`config.mk`:
```
export PLATFORM = sky130hd
export DESIGN_NAME = psr_ctl
export DESIGN_NICKNAME = d
export VERILOG_FILES = /design/src/psr_pkg.sv /design/src/psr_ctl.sv /design/src/psr_mask_reg.sv /design/src/psr_rd_port.sv
export VERILOG_INCLUDE_DIRS = /design/src
export SDC_FILE = /design/constraint.sdc
export NUM_CORES = 1
export LEC_CHECK = 0
export BUFFER_PORTS_ARGS = -buffer_cell sky130_fd_sc_hd__buf_2
export CORE_ASPECT_RATIO = 1.4
export CORE_UTILIZATION = 53
export CTS_BUF_LIST = sky130_fd_sc_hd__clkbuf_8 sky130_fd_sc_hd__clkbuf_16
export CTS_CLUSTER_DIAMETER = 120
export DETAILED_ROUTE_END_ITERATION = 10
export PLACE_DENSITY = 0.95
export SLEW_MARGIN = 20
export SYNTH_ARGS = -nofsm -noshare
export SYNTH_HDL_FRONTEND = slang
export SYNTH_HIERARCHICAL = 1
export SYNTH_SLANG_ARGS = --single-unit
```
`constraint.sdc`:
```
create_clock -name aclk -period 4.1 [get_ports aclk]
set_input_delay 0.82 -clock aclk [delete_from_list [all_inputs] [get_ports aclk]]
set_output_delay 0.82 -clock aclk [all_outputs]
set_load 0.05 [all_outputs]
```
`src/psr_cfg.svh`:
```
`ifndef PSR_CFG_SVH
`define PSR_CFG_SVH

// register map, byte addresses within the system control window
`define PSR_ADDR_W             12
`define PSR_WORD_LSB           2
`define PSR_OFS_SERIAL_TIMER   12'h044
`define PSR_OFS_PORTS          12'h048
`define PSR_RST_VAL            32'h0000_0000

// writable fields of each register, all other bits read zero
`define PSR_WMASK_SERIAL_TIMER 32'h0107_1037
`define PSR_WMASK_PORTS        32'h0000_00ff

// field positions, serial and timer register
`define PSR_BIT_CMP_ZERO       24
`define PSR_BIT_GPC_TWO        18
`define PSR_BIT_GPC_ONE        17
`define PSR_BIT_GPC_ZERO       16
`define PSR_BIT_TWI_ZERO       12
`define PSR_BIT_SYN_ONE        5
`define PSR_BIT_SYN_ZERO       4
`define PSR_BIT_ASY_TWO        2
`define PSR_BIT_ASY_ONE        1
`define PSR_BIT_ASY_ZERO       0

// field positions, port register
`define PSR_BIT_PORT_H         7
`define PSR_BIT_PORT_G         6
`define PSR_BIT_PORT_F         5
`define PSR_BIT_PORT_E         4
`define PSR_BIT_PORT_D         3
`define PSR_BIT_PORT_C         2
`define PSR_BIT_PORT_B         1
`define PSR_BIT_PORT_A         0

// bus response codes
`define PSR_RESP_OKAY          2'h0
`define PSR_RESP_SLVERR        2'h2

`endif

```
`src/psr_pkg.sv`:
```
package psr_pkg;
  typedef logic [31:0] psr_word_t;
  typedef logic [1:0]  psr_resp_t;
  typedef enum logic [1:0] {
    PSR_SEL_NONE,
    PSR_SEL_SERIAL,
    PSR_SEL_PORTS
  } psr_sel_e;
endpackage

```
`src/psr_ctl.sv`:
```
`timescale 1ns/1ps
`include "psr_cfg.svh"

module psr_ctl (
  // clock and reset
  input  wire logic                      aclk,
  input  wire logic                      aresetn,
  // write address channel
  input  wire logic [`PSR_ADDR_W-1:0]    awaddr,
  input  wire logic                      awvalid,
  output logic                           awready,
  // write data channel
  input  wire psr_pkg::psr_word_t        wdata,
  input  wire logic [3:0]                wstrb,
  input  wire logic                      wvalid,
  output logic                           wready,
  // write response channel
  output psr_pkg::psr_resp_t             bresp,
  output logic                           bvalid,
  input  wire logic                      bready,
  // read address channel
  input  wire logic [`PSR_ADDR_W-1:0]    araddr,
  input  wire logic                      arvalid,
  output logic                           arready,
  // read data channel
  output psr_pkg::psr_word_t             rdata,
  output psr_pkg::psr_resp_t             rresp,
  output logic                           rvalid,
  input  wire logic                      rready,
  // capability registers of the system controller
  input  wire psr_pkg::psr_word_t        capability_mask_b,
  input  wire psr_pkg::psr_word_t        capability_mask_d,
  // serial and timer unit resets, high holds the unit in reset
  output logic                           comparator_zero_rst,
  output logic                           gp_counter_two_rst,
  output logic                           gp_counter_one_rst,
  output logic                           gp_counter_zero_rst,
  output logic                           two_wire_zero_rst,
  output logic                           sync_serial_one_rst,
  output logic                           sync_serial_zero_rst,
  output logic                           async_serial_two_rst,
  output logic                           async_serial_one_rst,
  output logic                           async_serial_zero_rst,
  // port resets, high holds the port in reset
  output logic                           port_h_rst,
  output logic                           port_g_rst,
  output logic                           port_f_rst,
  output logic                           port_e_rst,
  output logic                           port_d_rst,
  output logic                           port_c_rst,
  output logic                           port_b_rst,
  output logic                           port_a_rst
);
  // word decode, low address bits ignored
  function automatic psr_pkg::psr_sel_e decode_sel(
    input logic [`PSR_ADDR_W-1:0] addr
  );
    logic [`PSR_ADDR_W-1:0] ofs_serial;
    logic [`PSR_ADDR_W-1:0] ofs_ports;
    ofs_serial = `PSR_OFS_SERIAL_TIMER;
    ofs_ports  = `PSR_OFS_PORTS;
    if (addr[`PSR_ADDR_W-1:`PSR_WORD_LSB] ==
        ofs_serial[`PSR_ADDR_W-1:`PSR_WORD_LSB]) begin
      decode_sel = psr_pkg::PSR_SEL_SERIAL;
    end else if (addr[`PSR_ADDR_W-1:`PSR_WORD_LSB] ==
                 ofs_ports[`PSR_ADDR_W-1:`PSR_WORD_LSB]) begin
      decode_sel = psr_pkg::PSR_SEL_PORTS;
    end else begin
      decode_sel = psr_pkg::PSR_SEL_NONE;
    end
  endfunction

  logic                   aw_held_reg;
  logic                   aw_held_next;
  logic                   w_held_reg;
  logic                   w_held_next;
  logic [`PSR_ADDR_W-1:0] waddr_reg;
  logic [`PSR_ADDR_W-1:0] waddr_next;
  psr_pkg::psr_word_t     wdata_reg;
  psr_pkg::psr_word_t     wdata_next;
  logic [3:0]             wstrb_reg;
  logic [3:0]             wstrb_next;
  logic                   awready_reg;
  logic                   awready_next;
  logic                   wready_reg;
  logic                   wready_next;
  logic                   bvalid_reg;
  logic                   bvalid_next;
  psr_pkg::psr_resp_t     bresp_reg;
  psr_pkg::psr_resp_t     bresp_next;
  logic                   aw_take;
  logic                   w_take;
  logic                   do_write;
  psr_pkg::psr_sel_e      wr_sel;
  psr_pkg::psr_sel_e      rd_sel;
  logic                   wr_serial;
  logic                   wr_ports;
  psr_pkg::psr_word_t     serial_val;
  psr_pkg::psr_word_t     ports_val;

  // address and data may arrive in either order
  assign aw_take = awvalid & awready_reg;
  assign w_take  = wvalid & wready_reg;
  assign do_write = aw_held_reg & w_held_reg & ~bvalid_reg;
  assign wr_sel = decode_sel(waddr_reg);
  assign rd_sel = decode_sel(araddr);
  assign wr_serial = do_write & (wr_sel == psr_pkg::PSR_SEL_SERIAL);
  assign wr_ports  = do_write & (wr_sel == psr_pkg::PSR_SEL_PORTS);

  assign aw_held_next = aw_take | (aw_held_reg & ~do_write);
  assign w_held_next  = w_take | (w_held_reg & ~do_write);
  assign waddr_next = aw_take ? awaddr : waddr_reg;
  assign wdata_next = w_take ? wdata : wdata_reg;
  assign wstrb_next = w_take ? wstrb : wstrb_reg;
  assign bvalid_next = do_write | (bvalid_reg & ~bready);
  // unmapped writes are dropped and answered with an error
  assign bresp_next = ~do_write ? bresp_reg :
                      (wr_sel == psr_pkg::PSR_SEL_NONE) ?
                      `PSR_RESP_SLVERR : `PSR_RESP_OKAY;
  // one write at a time: no new beat until the response is taken
  assign awready_next = ~aw_held_next & ~bvalid_next;
  assign wready_next  = ~w_held_next & ~bvalid_next;

  always_ff @(posedge aclk) begin
    if (!aresetn) begin
      aw_held_reg <= 1'b0;
      w_held_reg  <= 1'b0;
      waddr_reg   <= '0;
      wdata_reg   <= `PSR_RST_VAL;
      wstrb_reg   <= 4'h0;
      awready_reg <= 1'b0;
      wready_reg  <= 1'b0;
      bvalid_reg  <= 1'b0;
      bresp_reg   <= `PSR_RESP_OKAY;
    end else begin
      aw_held_reg <= aw_held_next;
      w_held_reg  <= w_held_next;
      waddr_reg   <= waddr_next;
      wdata_reg   <= wdata_next;
      wstrb_reg   <= wstrb_next;
      awready_reg <= awready_next;
      wready_reg  <= wready_next;
      bvalid_reg  <= bvalid_next;
      bresp_reg   <= bresp_next;
    end
  end

  assign awready = awready_reg;
  assign wready  = wready_reg;
  assign bvalid  = bvalid_reg;
  assign bresp   = bresp_reg;

  psr_mask_reg #(
    .WRITABLE (`PSR_WMASK_SERIAL_TIMER)
  ) u_serial_timer (
    .aclk     (aclk),
    .aresetn  (aresetn),
    .wr_en    (wr_serial),
    .wr_data  (wdata_reg),
    .wr_strb  (wstrb_reg),
    .cap_mask (capability_mask_b),
    .value    (serial_val)
  );

  psr_mask_reg #(
    .WRITABLE (`PSR_WMASK_PORTS)
  ) u_ports (
    .aclk     (aclk),
    .aresetn  (aresetn),
    .wr_en    (wr_ports),
    .wr_data  (wdata_reg),
    .wr_strb  (wstrb_reg),
    .cap_mask (capability_mask_d),
    .value    (ports_val)
  );

  psr_rd_port u_rd (
    .aclk       (aclk),
    .aresetn    (aresetn),
    .arvalid    (arvalid),
    .sel        (rd_sel),
    .arready    (arready),
    .serial_val (serial_val),
    .ports_val  (ports_val),
    .rdata      (rdata),
    .rresp      (rresp),
    .rvalid     (rvalid),
    .rready     (rready)
  );

  // reset lines come straight from the register flops, no glitches
  assign comparator_zero_rst   = serial_val[`PSR_BIT_CMP_ZERO];
  assign gp_counter_two_rst    = serial_val[`PSR_BIT_GPC_TWO];
  assign gp_counter_one_rst    = serial_val[`PSR_BIT_GPC_ONE];
  assign gp_counter_zero_rst   = serial_val[`PSR_BIT_GPC_ZERO];
  assign two_wire_zero_rst     = serial_val[`PSR_BIT_TWI_ZERO];
  assign sync_serial_one_rst   = serial_val[`PSR_BIT_SYN_ONE];
  assign sync_serial_zero_rst  = serial_val[`PSR_BIT_SYN_ZERO];
  assign async_serial_two_rst  = serial_val[`PSR_BIT_ASY_TWO];
  assign async_serial_one_rst  = serial_val[`PSR_BIT_ASY_ONE];
  assign async_serial_zero_rst = serial_val[`PSR_BIT_ASY_ZERO];
  assign port_h_rst = ports_val[`PSR_BIT_PORT_H];
  assign port_g_rst = ports_val[`PSR_BIT_PORT_G];
  assign port_f_rst = ports_val[`PSR_BIT_PORT_F];
  assign port_e_rst = ports_val[`PSR_BIT_PORT_E];
  assign port_d_rst = ports_val[`PSR_BIT_PORT_D];
  assign port_c_rst = ports_val[`PSR_BIT_PORT_C];
  assign port_b_rst = ports_val[`PSR_BIT_PORT_B];
  assign port_a_rst = ports_val[`PSR_BIT_PORT_A];
endmodule

```
`src/psr_mask_reg.sv`:
```
`timescale 1ns/1ps
`include "psr_cfg.svh"

module psr_mask_reg #(
  parameter logic [31:0] WRITABLE = `PSR_WMASK_PORTS
) (
  // clock and reset
  input  wire logic               aclk,
  input  wire logic               aresetn,
  // write strobe with data
  input  wire logic               wr_en,
  input  wire psr_pkg::psr_word_t wr_data,
  input  wire logic [3:0]         wr_strb,
  // capability bits of present units
  input  wire psr_pkg::psr_word_t cap_mask,
  // stored value
  output psr_pkg::psr_word_t      value
);
  psr_pkg::psr_word_t value_reg;
  psr_pkg::psr_word_t value_next;
  psr_pkg::psr_word_t lane_mask;
  psr_pkg::psr_word_t bit_mask;

  assign lane_mask = {{8{wr_strb[3]}}, {8{wr_strb[2]}},
                      {8{wr_strb[1]}}, {8{wr_strb[0]}}};
  // absent units and reserved bits never take a write
  assign bit_mask = lane_mask & cap_mask & WRITABLE;
  assign value_next = wr_en ? ((value_reg & ~bit_mask) |
                               (wr_data & bit_mask)) : value_reg;

  always_ff @(posedge aclk) begin
    if (!aresetn) begin
      value_reg <= `PSR_RST_VAL;
    end else begin
      value_reg <= value_next;
    end
  end

  assign value = value_reg;
endmodule

```
`src/psr_rd_port.sv`:
```
`timescale 1ns/1ps
`include "psr_cfg.svh"

module psr_rd_port (
  // clock and reset
  input  wire logic               aclk,
  input  wire logic               aresetn,
  // read address, already decoded
  input  wire logic               arvalid,
  input  wire psr_pkg::psr_sel_e  sel,
  output logic                    arready,
  // register values
  input  wire psr_pkg::psr_word_t serial_val,
  input  wire psr_pkg::psr_word_t ports_val,
  // read data channel
  output psr_pkg::psr_word_t      rdata,
  output psr_pkg::psr_resp_t      rresp,
  output logic                    rvalid,
  input  wire logic               rready
);
  logic               arready_reg;
  logic               arready_next;
  logic               rvalid_reg;
  logic               rvalid_next;
  psr_pkg::psr_word_t rdata_reg;
  psr_pkg::psr_word_t rdata_next;
  psr_pkg::psr_resp_t rresp_reg;
  psr_pkg::psr_resp_t rresp_next;
  logic               ar_take;

  assign ar_take = arvalid & arready_reg;
  assign rvalid_next = ar_take | (rvalid_reg & ~rready);
  // one read in flight; the address waits while data are unclaimed
  assign arready_next = ~rvalid_next;

  always_comb begin
    rdata_next = rdata_reg;
    rresp_next = rresp_reg;
    if (ar_take) begin
      unique case (sel)
        psr_pkg::PSR_SEL_SERIAL: begin
          rdata_next = serial_val;
          rresp_next = `PSR_RESP_OKAY;
        end
        psr_pkg::PSR_SEL_PORTS: begin
          rdata_next = ports_val;
          rresp_next = `PSR_RESP_OKAY;
        end
        psr_pkg::PSR_SEL_NONE: begin
          rdata_next = `PSR_RST_VAL;
          rresp_next = `PSR_RESP_SLVERR;
        end
        default: begin
          rdata_next = `PSR_RST_VAL;
          rresp_next = `PSR_RESP_SLVERR;
        end
      endcase
    end
  end

  always_ff @(posedge aclk) begin
    if (!aresetn) begin
      arready_reg <= 1'b0;
      rvalid_reg  <= 1'b0;
      rdata_reg   <= `PSR_RST_VAL;
      rresp_reg   <= `PSR_RESP_OKAY;
    end else begin
      arready_reg <= arready_next;
      rvalid_reg  <= rvalid_next;
      rdata_reg   <= rdata_next;
      rresp_reg   <= rresp_next;
    end
  end

  assign arready = arready_reg;
  assign rvalid  = rvalid_reg;
  assign rdata   = rdata_reg;
  assign rresp   = rresp_reg;
endmodule
```
# --- Word-level counts from Yosys, hierarchy flattened ---
# Cells that the tools add are included.
classes:
  n_eq_ne: 8
  mux: 7
  n_bitwise: 35
  reduce_logical: 2
ops:
  columns: ["operator", "n"]
  rows:
  - ["$and A32 B32 Y32", 2]
  - ["$or A32 B32 Y32", 2]
  - ["$pmux W32 S2", 1]
  - ["$eq A10 B5 Y1 const B", 4]
  - ["$and A32 B25 Y32", 1]
  - ["$and A32 B8 Y32", 1]
  - ["$not A25 Y32", 1]
  - ["$not A8 Y32", 1]
  - ["$and A25 B25 Y25", 1]
  - ["$and A1 B1 Y1", 13]
  - ["$mux W2", 6]
  - ["$and A8 B8 Y8", 1]
  - ["$not A1 Y1", 8]
  - ["$eq A2 B1 Y1 const B", 2]
  - ["$eq A2 B2 Y1 const B", 2]
  - ["$or A1 B1 Y1", 4]
  - ["$logic_not A2 Y1", 1]
  - ["$reduce_or A2 Y1", 1]
word_totals:
  regBits: 155
  inputBits: 131
  output_inout_bits: 59

# --- Longest topological paths before layout ---
# Gate-level depths: netlist of the first run.
depth:
  depth_word: 7
  mapped_depth: 8
  ltp_nobuf: 7

# --- Hierarchy ---
# The synthesis of the first run kept the hierarchy.
modules_own_cells:
  columns: ["module", "n_inst", "cells_per_inst", "area_per_inst_um2"]
  rows:
  - ["psr_ctl", 1, 235, 2014.4]
  - ["psr_rd_port", 1, 126, 1406.3]
  - ["psr_mask_reg at u_serial_timer", 1, 76, 615.6]
  - ["psr_mask_reg at u_ports", 1, 69, 613.1]

# --- Least setup slack after synthesis of the first run ---
# Ideal clock, no wire load.
synth_path:
  kind: "input port to flip-flop"
  start: "input port araddr[7]"
  end: "register u_rd.rdata_reg[0], in the netlist u_rd/rdata[0]"
  setup_time_ns: 0.070
  arrival_ns: 2.331
  t_required_ns: 4.030
  setup_slack_ns: 1.698
  cell_stages: 8
  path_cell_list: "nor4b_1 -> nand2_1 -> nor3b_1 -> inv_1 -> ha_1 -> nand4b_1 -> buf_2 -> o2bb2ai_1"
synth_via:
  word_cells_on_any_way: 7
  classes_between: "eq/ne: 4; mux: 3"
synth_lines:
  columns: ["element", "line", "rtl"]
  rows:
  - ["start, declared", "psr_ctl.sv:22", "input wire logic [`PSR_ADDR_W-1:0] araddr,"]
  - ["$eq A10 B5 Y1 (*)", "psr_ctl.sv:62", "if (addr[`PSR_ADDR_W-1:`PSR_WORD_LSB] =="]
  - ["$mux W2 (*)", "psr_ctl.sv:62", null]
  - ["net rd_sel[0]", "psr_ctl.sv:95", "psr_pkg::psr_sel_e rd_sel;"]
  - ["$eq A2 B2 Y1 or $eq A2 B1 Y1 (tied branches)", "psr_rd_port.sv:40", "unique case (sel)"]
  - ["$pmux W32 S2 (*)", "psr_rd_port.sv:40", null]
  - ["end signal, assigned", "psr_rd_port.sv:65", "rdata_reg <= `PSR_RST_VAL;"]
  - ["end signal, assigned", "psr_rd_port.sv:70", "rdata_reg <= rdata_next;"]
  - ["end, declared", "psr_rd_port.sv:25", "psr_pkg::psr_word_t rdata_reg;"]
# The timed path passes the listed nets; every way through them passes the cells marked *.
# A chain may end at the register's enable or synchronous reset.

# --- Worst setup path in the final report of the first run ---
layout_path:
  start: "input port araddr[7]"
  end: "register u_rd.rdata_reg[5], in the netlist u_rd/rdata[5]"
# Same word-level chain as after synthesis.

==> results_dict.tcl, run 1 <==
set metrics [dict create \
    outcome "complete, no violations" \
    p_per_area_mw_per_mm2 337.7 \
    cts_resized 0 \
    vias_per_cell 4.970 \
    path_cells "buf_2 -> nor4b_1 -> nand2_1 -> nor3b_1 -> inv_1 -> ha_1 -> nand4b_1 -> buf_4 -> o2bb2ai_1" \
    switchingPower_mw 0.4033 \
    die_height_um 104.6 \
    path_buf_inv 3 \
    ant_nets 0 \
    seqPwrFrac_pct 57.0 \
    start_util_pct 54.46 \
    peakVddDrop_uv 229.4 \
    worstMarginPinSlew_ns 1.114 \
    maxCapViolations 0 \
    fin_nets 660 \
    drc_errors 0 \
    p_int_mw 1.120 \
    final-seq-area_mm2 0.001722 \
    pwr-share-clk_pct 34.8 \
    antenna_found_initial 0 \
    syn_inst 430 \
    drtIter0Drc 158 \
    finalSetupViolations 0 \
    dp_hpwl_um 6003 \
    netSwitchingFraction_pct 26.48 \
    ys_warn_count 6 \
    grt-ovfl-total 0 \
    cts_tree "built" \
    post_drt_wl_per_cell_um 13.23 \
    grt_max_degree 67 \
    drt_pass1_iterations 4 \
    timing.final.crit_share_pct 61.86 \
    h-tree-depth 3 \
    finClkSkew_ns 0.005963 \
    io_pins 190 \
    drive_gt1_share_pct 28.76 \
    vias 3126 \
    finalWirelength_um 8324 \
    root_buffer "clkbuf_8" \
    rows 37 \
    multi_input_area_mm2 0.001849 \
    post_cts_buffers 0 \
    grt_pass1_wl_um 13390 \
    synth_area_mm2 0.003984 \
    dieArea_mm2 0.007872 \
    period_needed_ns 2.536 \
    clkLatencyLatePin_ns 0.35 \
    fill_cells 653 \
    hold_viol 0 \
    grt_usage_pct 22.30 \
    critPathMaxFanout 26 \
    cp.arrival_ns 2.82 \
    cts_buffers 9 \
    place_congestion 0.8059 \
    clock_sinks 86 \
    cp-end-kind "flip-flop" \
    clkSlewWorstSetupHoldPaths_ns 0.09 \
    stdcell_area_mm2 0.004511 \
    clk_path_buf_depth 2 \
    crit_slowest_cell "nand4b_1" \
    utilization_pct 61.67 \
    p_leak_nw 1.937 \
    crit_family "simple AND/OR/NAND/NOR gates" \
    io_buffers 118 \
    hp-class "reg -> reg" \
    holdBufCountCts 0 \
    required_ns 4.38 \
    grt_pass1_vias 3049 \
    place_area_mm2 0.004327 \
    fin_setup_tns_ns 0 \
    syn-mean-instance-area_um2 9.265 \
    antennaDiodeCount 0 \
    start_kind "input port" \
    syn_to_final_growth_pct 13.22 \
    cpPeakStageDelay_ns 0.35 \
    power_frac_comb_pct 8.1 \
    criticalPathCategory "in -> reg" \
    die_w_um 75.28 \
    rsz0062_at_grt "no" \
    fp.coreArea_mm2 0.007315 \
    drv_slew 0 \
    max_freq_mhz 394.3 \
    slew_headroom_pct 25.52 \
]
## power by group through the flow
stage | Clock, mW | Sequential [mW] | Combinational (mW)
final | 0.531 | 0.869 | 0.123
after CTS | 0.546 | 0.869 | 0.122
after global routing | 0.588 | 0.872 | 0.139
after global placement | 0 | 0.887 | 0.119
after detailed placement | 0 | 0.888 | 0.122
after floorplan | 0 | 0.899 | 0.107
## worst paths after layout
kind,startpoint,endpoint,slack (ns),cells past startpoint
worst max-delay path,araddr[7],u_rd/rdata[5]$_SDFFE_PN0P_,1.56,9
worst min-delay path,u_rd/rdata[20]$_SDFFE_PN0P_,u_rd/rdata[20]$_SDFFE_PN0P_,0.46,1
worst max register to register,waddr_reg[5]$_SDFFE_PN0P_,flip-flop,1.80,5
worst min register to register,u_rd/rdata[20]$_SDFFE_PN0P_,u_rd/rdata[20]$_SDFFE_PN0P_,0.46,1
## cells in the final DEF (no fill, tap or decap), types with 3 or more instances in the layout
cell type  count
inv_1          4
nand3_2        8
and2_1         3
nand3_1       10
nand2b_1       3
nand2_1       95
mux2i_1       18
dfxtp_1       86
clkbuf_8       9
clkinv_4       3
conb_1        48
a21boi_0      31
buf_4          5
o2bb2ai_1     32
a22oi_1       32
buf_2        118
## routing by layer
| layer | wire length (um) | vias up | track usage [%] |
|---|---|---|---|
| met1 | 3519 | 1424 | 25.32 |
| met4 | 187 | 0 | 9.524 |
| met5 | 0 | - | 0 |
| li1 | - | 1584 | - |
| met2 | 4097 | 102 | 37.39 |
| met3 | 521 | 16 | 7.136 |
## worst reg2reg max path: cells and delay by family, from the launching register on
family           cells  cell delay, ns
DFF                  1            0.33
muxes                1            0.18
and+or+nand+nor      4            1.68
## final cells by class
type                            instances  share of cell area [%]
Multi-Input combinational cell        303                   41.00
Sequential cell                        86                   38.17
Timing Repair Buffer                  123                   13.93
Clock buffer                            9                   2.746
Tap cell                               97                   2.691
Clock inverter                          7                   1.137
Inverter                                4                  0.3329
## through the flow
stage	std cells	setup slack, ns	hold slack (ns)	total power, mW
finish	629	1.564	0.4614	1.523
global route	629	1.396	0.4773	1.598
CTS	629	1.586	0.4640	1.538
detailed placement	613	1.216	0.4447	1.010
global placement	613	1.271	0.4390	1.005
floorplan	474	1.698	0.4144	1.006
(Power assumes the default switching activity.)
==> inputs of run 2 (changes only) <==
--- a/config.mk
+++ b/config.mk
@@ -8,11 +8,11 @@
 export LEC_CHECK = 0
 export BUFFER_PORTS_ARGS = -buffer_cell sky130_fd_sc_hd__buf_2
 export CORE_ASPECT_RATIO = 1.4
-export CORE_UTILIZATION = 53
+export CORE_UTILIZATION = 45
 export CTS_BUF_LIST = sky130_fd_sc_hd__clkbuf_8 sky130_fd_sc_hd__clkbuf_16
 export CTS_CLUSTER_DIAMETER = 120
 export DETAILED_ROUTE_END_ITERATION = 10
-export PLACE_DENSITY = 0.95
+export PLACE_DENSITY = 0.87
 export SLEW_MARGIN = 20
 export SYNTH_ARGS = -nofsm -noshare
 export SYNTH_HDL_FRONTEND = slang
==> constraint.sdc (replaced) <==
create_clock -name aclk -period 2.1 [get_ports aclk]
set_input_delay 0.42 -clock aclk [delete_from_list [all_inputs] [get_ports aclk]]
set_output_delay 0.42 -clock aclk [all_outputs]
set_load 0.05 [all_outputs]
==> run 2 against run 1 <==
  * Hold slack worse by 0.13 ns
  * Die area is 17% higher
  * Flip-flop and latch count is the same
  * Setup slack worse by 1.4 ns
  * Sequential power rose by 96%
  * Count of clock-buffer cells in the layout stayed put
  * Clock skew about the same
  * Non-clock buffer count is 8 higher
  * Total power grew 130%
  * Global-route usage shrank 3.3 points
  * Register-to-register slack got worse by 1.3 ns
  * Critical endpoint is now u_rd/rdata[6]$_SDFFE_PN0P_
  * Largest power group unchanged
==> results_dict.tcl, run 2 (synthesis gave the netlist of run 1 again) <==
set metrics [dict create \
    worstHoldStart "awaddr[3]" \
    grt_pass1_vias 2959 \
    io_pins 190 \
    dieArea_mm2 0.009239 \
    worstMarginPinSlew_ns 0.6800 \
    fp.coreArea_mm2 0.008608 \
    drc_errors 0 \
    ant_nets 0 \
    hp-class "in -> reg" \
    h-tree-depth 3 \
    slew_headroom_pct 54.61 \
    worst_r2r_startpoint "waddr_reg[11]$_SDFFE_PN0P_" \
    drv_slew 0 \
    rows 40 \
    antennaDiodeCount 0 \
    cp.arrival_ns 2.18 \
    cts_buffers 9 \
    io_buffers 118 \
    finClkSkew_ns 0.005978 \
    vias_per_cell 4.898 \
    cts_resized 0 \
    holdWs_ns 0.3338 \
    root_buffer "clkbuf_16" \
    grt_usage_pct 19.04 \
    fin_nets 668 \
    setup.worst_path.start "araddr[7]" \
    holdBufCountCts 0 \
    grt-ovfl-total 0 \
    die_w_um 81.52 \
    maxCapViolations 0 \
    path_cells "buf_2 -> nor4b_2 -> nand2_1 -> nor3b_2 -> inv_1 -> ha_1 -> nand4b_1 -> buf_4 -> o2bb2ai_1" \
    max_freq_mhz 519.1 \
    p_leak_nw 2.041 \
    period_needed_ns 1.926 \
    crit_cells 9 \
    reg2reg_depth 6 \
    antenna_found_initial 0 \
    post_drt_wl_per_cell_um 13.42 \
    hold_viol 0 \
    place_congestion 0.7782 \
    layout_commonest_cell "buf_2" \
    fill_cells 795 \
    pre_cts_ws_ns -0.2853 \
    grt_pass1_wl_um 13480 \
    final_cell_mix "118 x buf_2, 95 x nand2_1, 86 x dfxtp_1" \
    die_height_um 113.3 \
    start_kind "input port" \
    criticalPathCategory "in -> reg" \
    finalSetupViolations 0 \
    post_cts_buffers 0 \
    cpPeakStageDelay_ns 0.30 \
    finalWirelength_um 8653 \
    clkSlewWorstSetupHoldPaths_ns 0.06 \
    timing.final.crit_share_pct 91.74 \
    vias 3159 \
    clkLatencyLatePin_ns 0.33 \
    drt_pass1_iterations 4 \
    drtIter0Drc 110 \
    start_util_pct 46.28 \
    grt_max_degree 36 \
    path_buf_inv 3 \
    syn_to_final_growth_pct 19.41 \
    peakVddDrop_uv 731.4 \
    cp-end-kind "flip-flop" \
    hold_depth 3 \
    cts_tree "built" \
    outcome "complete, no violations" \
    clk_path_buf_depth 2 \
    clock_sinks 86 \
    dp_hpwl_um 6480 \
    required_ns 2.36 \
    critPathMaxFanout 17 \
    crit_family "simple AND/OR/NAND/NOR gates" \
    crit_slowest_cell "ha_1" \
    drive_gt1_share_pct 30.37 \
    p_per_area_mw_per_mm2 740.0 \
    worst_slack_ns 0.1736 \
]
==> run 2: cell types whose count changed in the layout (fill, tap and decap cells not counted), moves of 3 or more <==
cell	before	now
buf_12	0	3
buf_4	5	10
clkbuf_16	0	9
clkbuf_8	9	0
clkinv_4	3	0
==> run 2: final cells by class <==
type                    count  area [um2]  share of cell area [%]
clock buffers               9       225.2                   4.734
multi-input cells         303        1864                   39.19
inverters                   4       15.01                  0.3156
repair buffers            131       725.7                   15.26
flip-flops and latches     86        1722                   36.19
clock inverters             7       73.82                   1.552
well taps                 105       131.4                   2.762
==> run 2: worst min-delay path, stage by stage <==
cell      delay [ns]
buf_2           0.09
nand2_1         0.04
a21boi_0        0.06
==> run 2: metal layers <==
layer	part of all wire [%]	track usage (%)	wire (um)	vias to the layer above
met1	43	22.45	3737	1444
met2	49	32.33	4268	90
met4	1.9	6.905	167	0
met3	5.5	5.081	479	17
met5	0	0	0	-
li1	-	-	-	1608
==> run 2: final timing paths <==
path / slack, ns / endpoint
worst min register to register: 0.46 / flip-flop
worst min-delay path: 0.33 / waddr_reg[3]$_SDFFE_PN0P_
worst max-delay path: 0.17 / u_rd/rdata[6]$_SDFFE_PN0P_
worst max register to register: 0.52 / flip-flop
==> run 2: power by group <==
part / leakage [nW] / internal, mW / switching, mW
registers: 0.697 / 1.67 / 0.0310
logic: 1.21 / 0.0962 / 0.154
clock network: 0.134 / 0.923 / 0.648
total: 2.04 / 2.69 / 0.834
==> run 2: through the flow <==
stage	utilization (%)	TNS, ns	area (um2)	instances	power (mW)
2_1_floorplan	-	0	4149	474	1.963
4_1_cts	55.07	0	4741	645	3.563
3_5_place_dp	51.60	-3.125	4442	629	1.983
3_3_place_gp	51.60	-1.817	4442	629	1.973
5_1_grt	55.26	-0.04351	4757	645	3.657
6_report	55.26	0	4757	645	3.520
==> inputs of run 3 (changes only) <==
--- a/config.mk
+++ b/config.mk
@@ -6,13 +6,13 @@
 export SDC_FILE = /design/constraint.sdc
 export NUM_CORES = 1
 export LEC_CHECK = 0
-export BUFFER_PORTS_ARGS = -buffer_cell sky130_fd_sc_hd__buf_2
 export CORE_ASPECT_RATIO = 1.4
-export CORE_UTILIZATION = 45
+export CORE_UTILIZATION = 58
 export CTS_BUF_LIST = sky130_fd_sc_hd__clkbuf_8 sky130_fd_sc_hd__clkbuf_16
 export CTS_CLUSTER_DIAMETER = 120
 export DETAILED_ROUTE_END_ITERATION = 10
-export PLACE_DENSITY = 0.87
+export DONT_BUFFER_PORTS = 1
+export PLACE_DENSITY = 0.85
 export SLEW_MARGIN = 20
 export SYNTH_ARGS = -nofsm -noshare
 export SYNTH_HDL_FRONTEND = slang
==> run 3 against run 2 <==
  * Die area fell by 22%
  * Count of clock-buffer cells in the layout up 1
  * Register-to-register slack lost 0.03 ns
  * Utilization grew 6.0 points
  * Total power decreased by 7.6%
  * Critical path depth decreased by 1
  * Highest routed layer unchanged
  * Via count shrank 14%
  * Global-route usage is 4.2 points higher
  * Combinational power is 38% lower
==> results_dict.tcl, run 3 (synthesis gave the netlist of run 1 again) <==
set metrics [dict create \
    outcome "complete, no violations" \
    timing.final.crit_share_pct 83.96 \
    final-seq-area_mm2 0.001722 \
    die_w_um 72.05 \
    vias 2729 \
    start_kind "input port" \
    grt_max_degree 73 \
    max_freq_mhz 567.2 \
    cp-end-kind "flip-flop" \
    fill_cells 588 \
    utilization_pct 61.29 \
    dp.cells 498 \
    required_ns 2.37 \
    p_total_mw 3.252 \
    p_per_area_mw_per_mm2 802.5 \
    fp.coreArea_mm2 0.006613 \
    finalSetupViolations 0 \
    io_pins 190 \
    hold_viol 0 \
    place_area_mm2 0.003802 \
    drv_slew 0 \
    slew_headroom_pct 57.07 \
    grt-ovfl-total 0 \
    stdcell_area_mm2 0.004053 \
    period_needed_ns 1.763 \
    switchingPower_mw 0.7148 \
    critPathMaxFanout 20 \
    io_buffers 0 \
    clock_sinks 86 \
    grt_pass1_vias 2807 \
    ant_nets 0 \
    hp-class "in -> reg" \
    worst_r2r_startpoint "waddr_reg[5]$_SDFFE_PN0P_" \
    start_util_pct 60.25 \
    final_cell_mix "95 x nand2_1, 86 x dfxtp_1, 48 x conb_1" \
    h-tree-depth 3 \
    worstHoldStart "wdata[6]" \
    grt_pass1_wl_um 13110 \
    final_cells 514 \
    clk_path_buf_depth 2 \
    finClkSkew_ns 0.01056 \
    pre_cts_ws_ns -0.1381 \
    p_int_mw 2.538 \
    place_congestion 0.7359 \
    syn_to_final_growth_pct 1.727 \
    drt_pass1_iterations 4 \
    seqPwrFrac_pct 52.4 \
    rows 35 \
    dieArea_mm2 0.007209 \
    maxCapViolations 0 \
    post_drt_wl_per_cell_um 15.35 \
    peakVddDrop_uv 580.7 \
    rsz0062_at_grt "no" \
    worst_slack_ns 0.3369 \
    criticalPathCategory "in -> reg" \
    multi_input_area_mm2 0.001843 \
    clkSlewWorstSetupHoldPaths_ns 0.08 \
    vias_per_cell 5.309 \
    holdWs_ns 0.2126 \
    p_leak_nw 1.462 \
    antennaDiodeCount 0 \
    root_buffer "clkbuf_8" \
    layout_commonest_cell "nand2_1" \
    fin_nets 550 \
    pwr-share-clk_pct 42.8 \
    cts_tree "built" \
    netSwitchingFraction_pct 21.98 \
    finalWirelength_um 7889 \
    drtIter0Drc 89 \
    post_cts_buffers 0 \
    worstMarginPinSlew_ns 0.6431 \
    setup.worst_path.start "araddr[7]" \
    grt_usage_pct 23.26 \
    cp.arrival_ns 2.03 \
    drive_gt1_share_pct 10.19 \
    dp_hpwl_um 5710 \
    power_frac_comb_pct 4.8 \
    die_height_um 100.1 \
    drc_errors 0 \
    fin_setup_tns_ns 0 \
    clkLatencyLatePin_ns 0.34 \
    cts_buffers 9 \
    antenna_found_initial 0 \
]
==> run 3: what timing repair did <==
action                                 CTS  global route
endpoints found under the hold margin    0             0
setup endpoints to repair                0             1
resized for setup                        0             1
hold buffers                             0             0
==> run 3: metal layers <==
| metal | GRT usage (%) | up-vias | part of all wire [%] |
|---|---|---|---|
| met5 | 0 | - | 0 |
| met4 | 8.296 | 0 | 1.8 |
| met3 | 8.835 | 11 | 8.0 |
| met2 | 39.84 | 91 | 50 |
| met1 | 26.16 | 1258 | 40 |
| li1 | - | 1369 | - |
==> run 3: final timing paths <==
kind | slack, ns | end | depth (start not counted)
max | 0.34 | u_rd/rdata[0]$_SDFFE_PN0P_ | 8
min | 0.21 | wdata_reg[6]$_SDFFE_PN0P_ | 2
max reg2reg | 0.49 | flip-flop | 6
min reg2reg | 0.46 | awready$_SDFF_PN0_ | 1
==> run 3: final cells by class <==
type / instances / area share (%)
multi-input cells: 303 / 45.48
flip-flops and latches: 86 / 42.48
clock buffers: 10 / 3.396
well taps: 92 / 2.840
clock inverters: 6 / 2.717
repair buffers: 13 / 2.717
inverters: 4 / 0.3705
==> run 3: power by group through the flow <==
stage          clock, mW  combinational (mW)  sequential, mW
2_1_floorplan          0               0.208            1.75
3_3_place_gp           0               0.149            1.74
3_5_place_dp           0               0.155            1.74
4_1_cts             1.43               0.155            1.70
5_1_grt             1.51               0.177            1.71
6_report            1.39               0.155            1.70
==> run 3: critical path: stages <==
cell       delay, ns
nor4b_1         0.27
nand2_1         0.11
nor3b_1         0.28
inv_1           0.08
ha_2            0.28
nand4b_1        0.20
buf_4           0.23
o2bb2ai_1       0.15
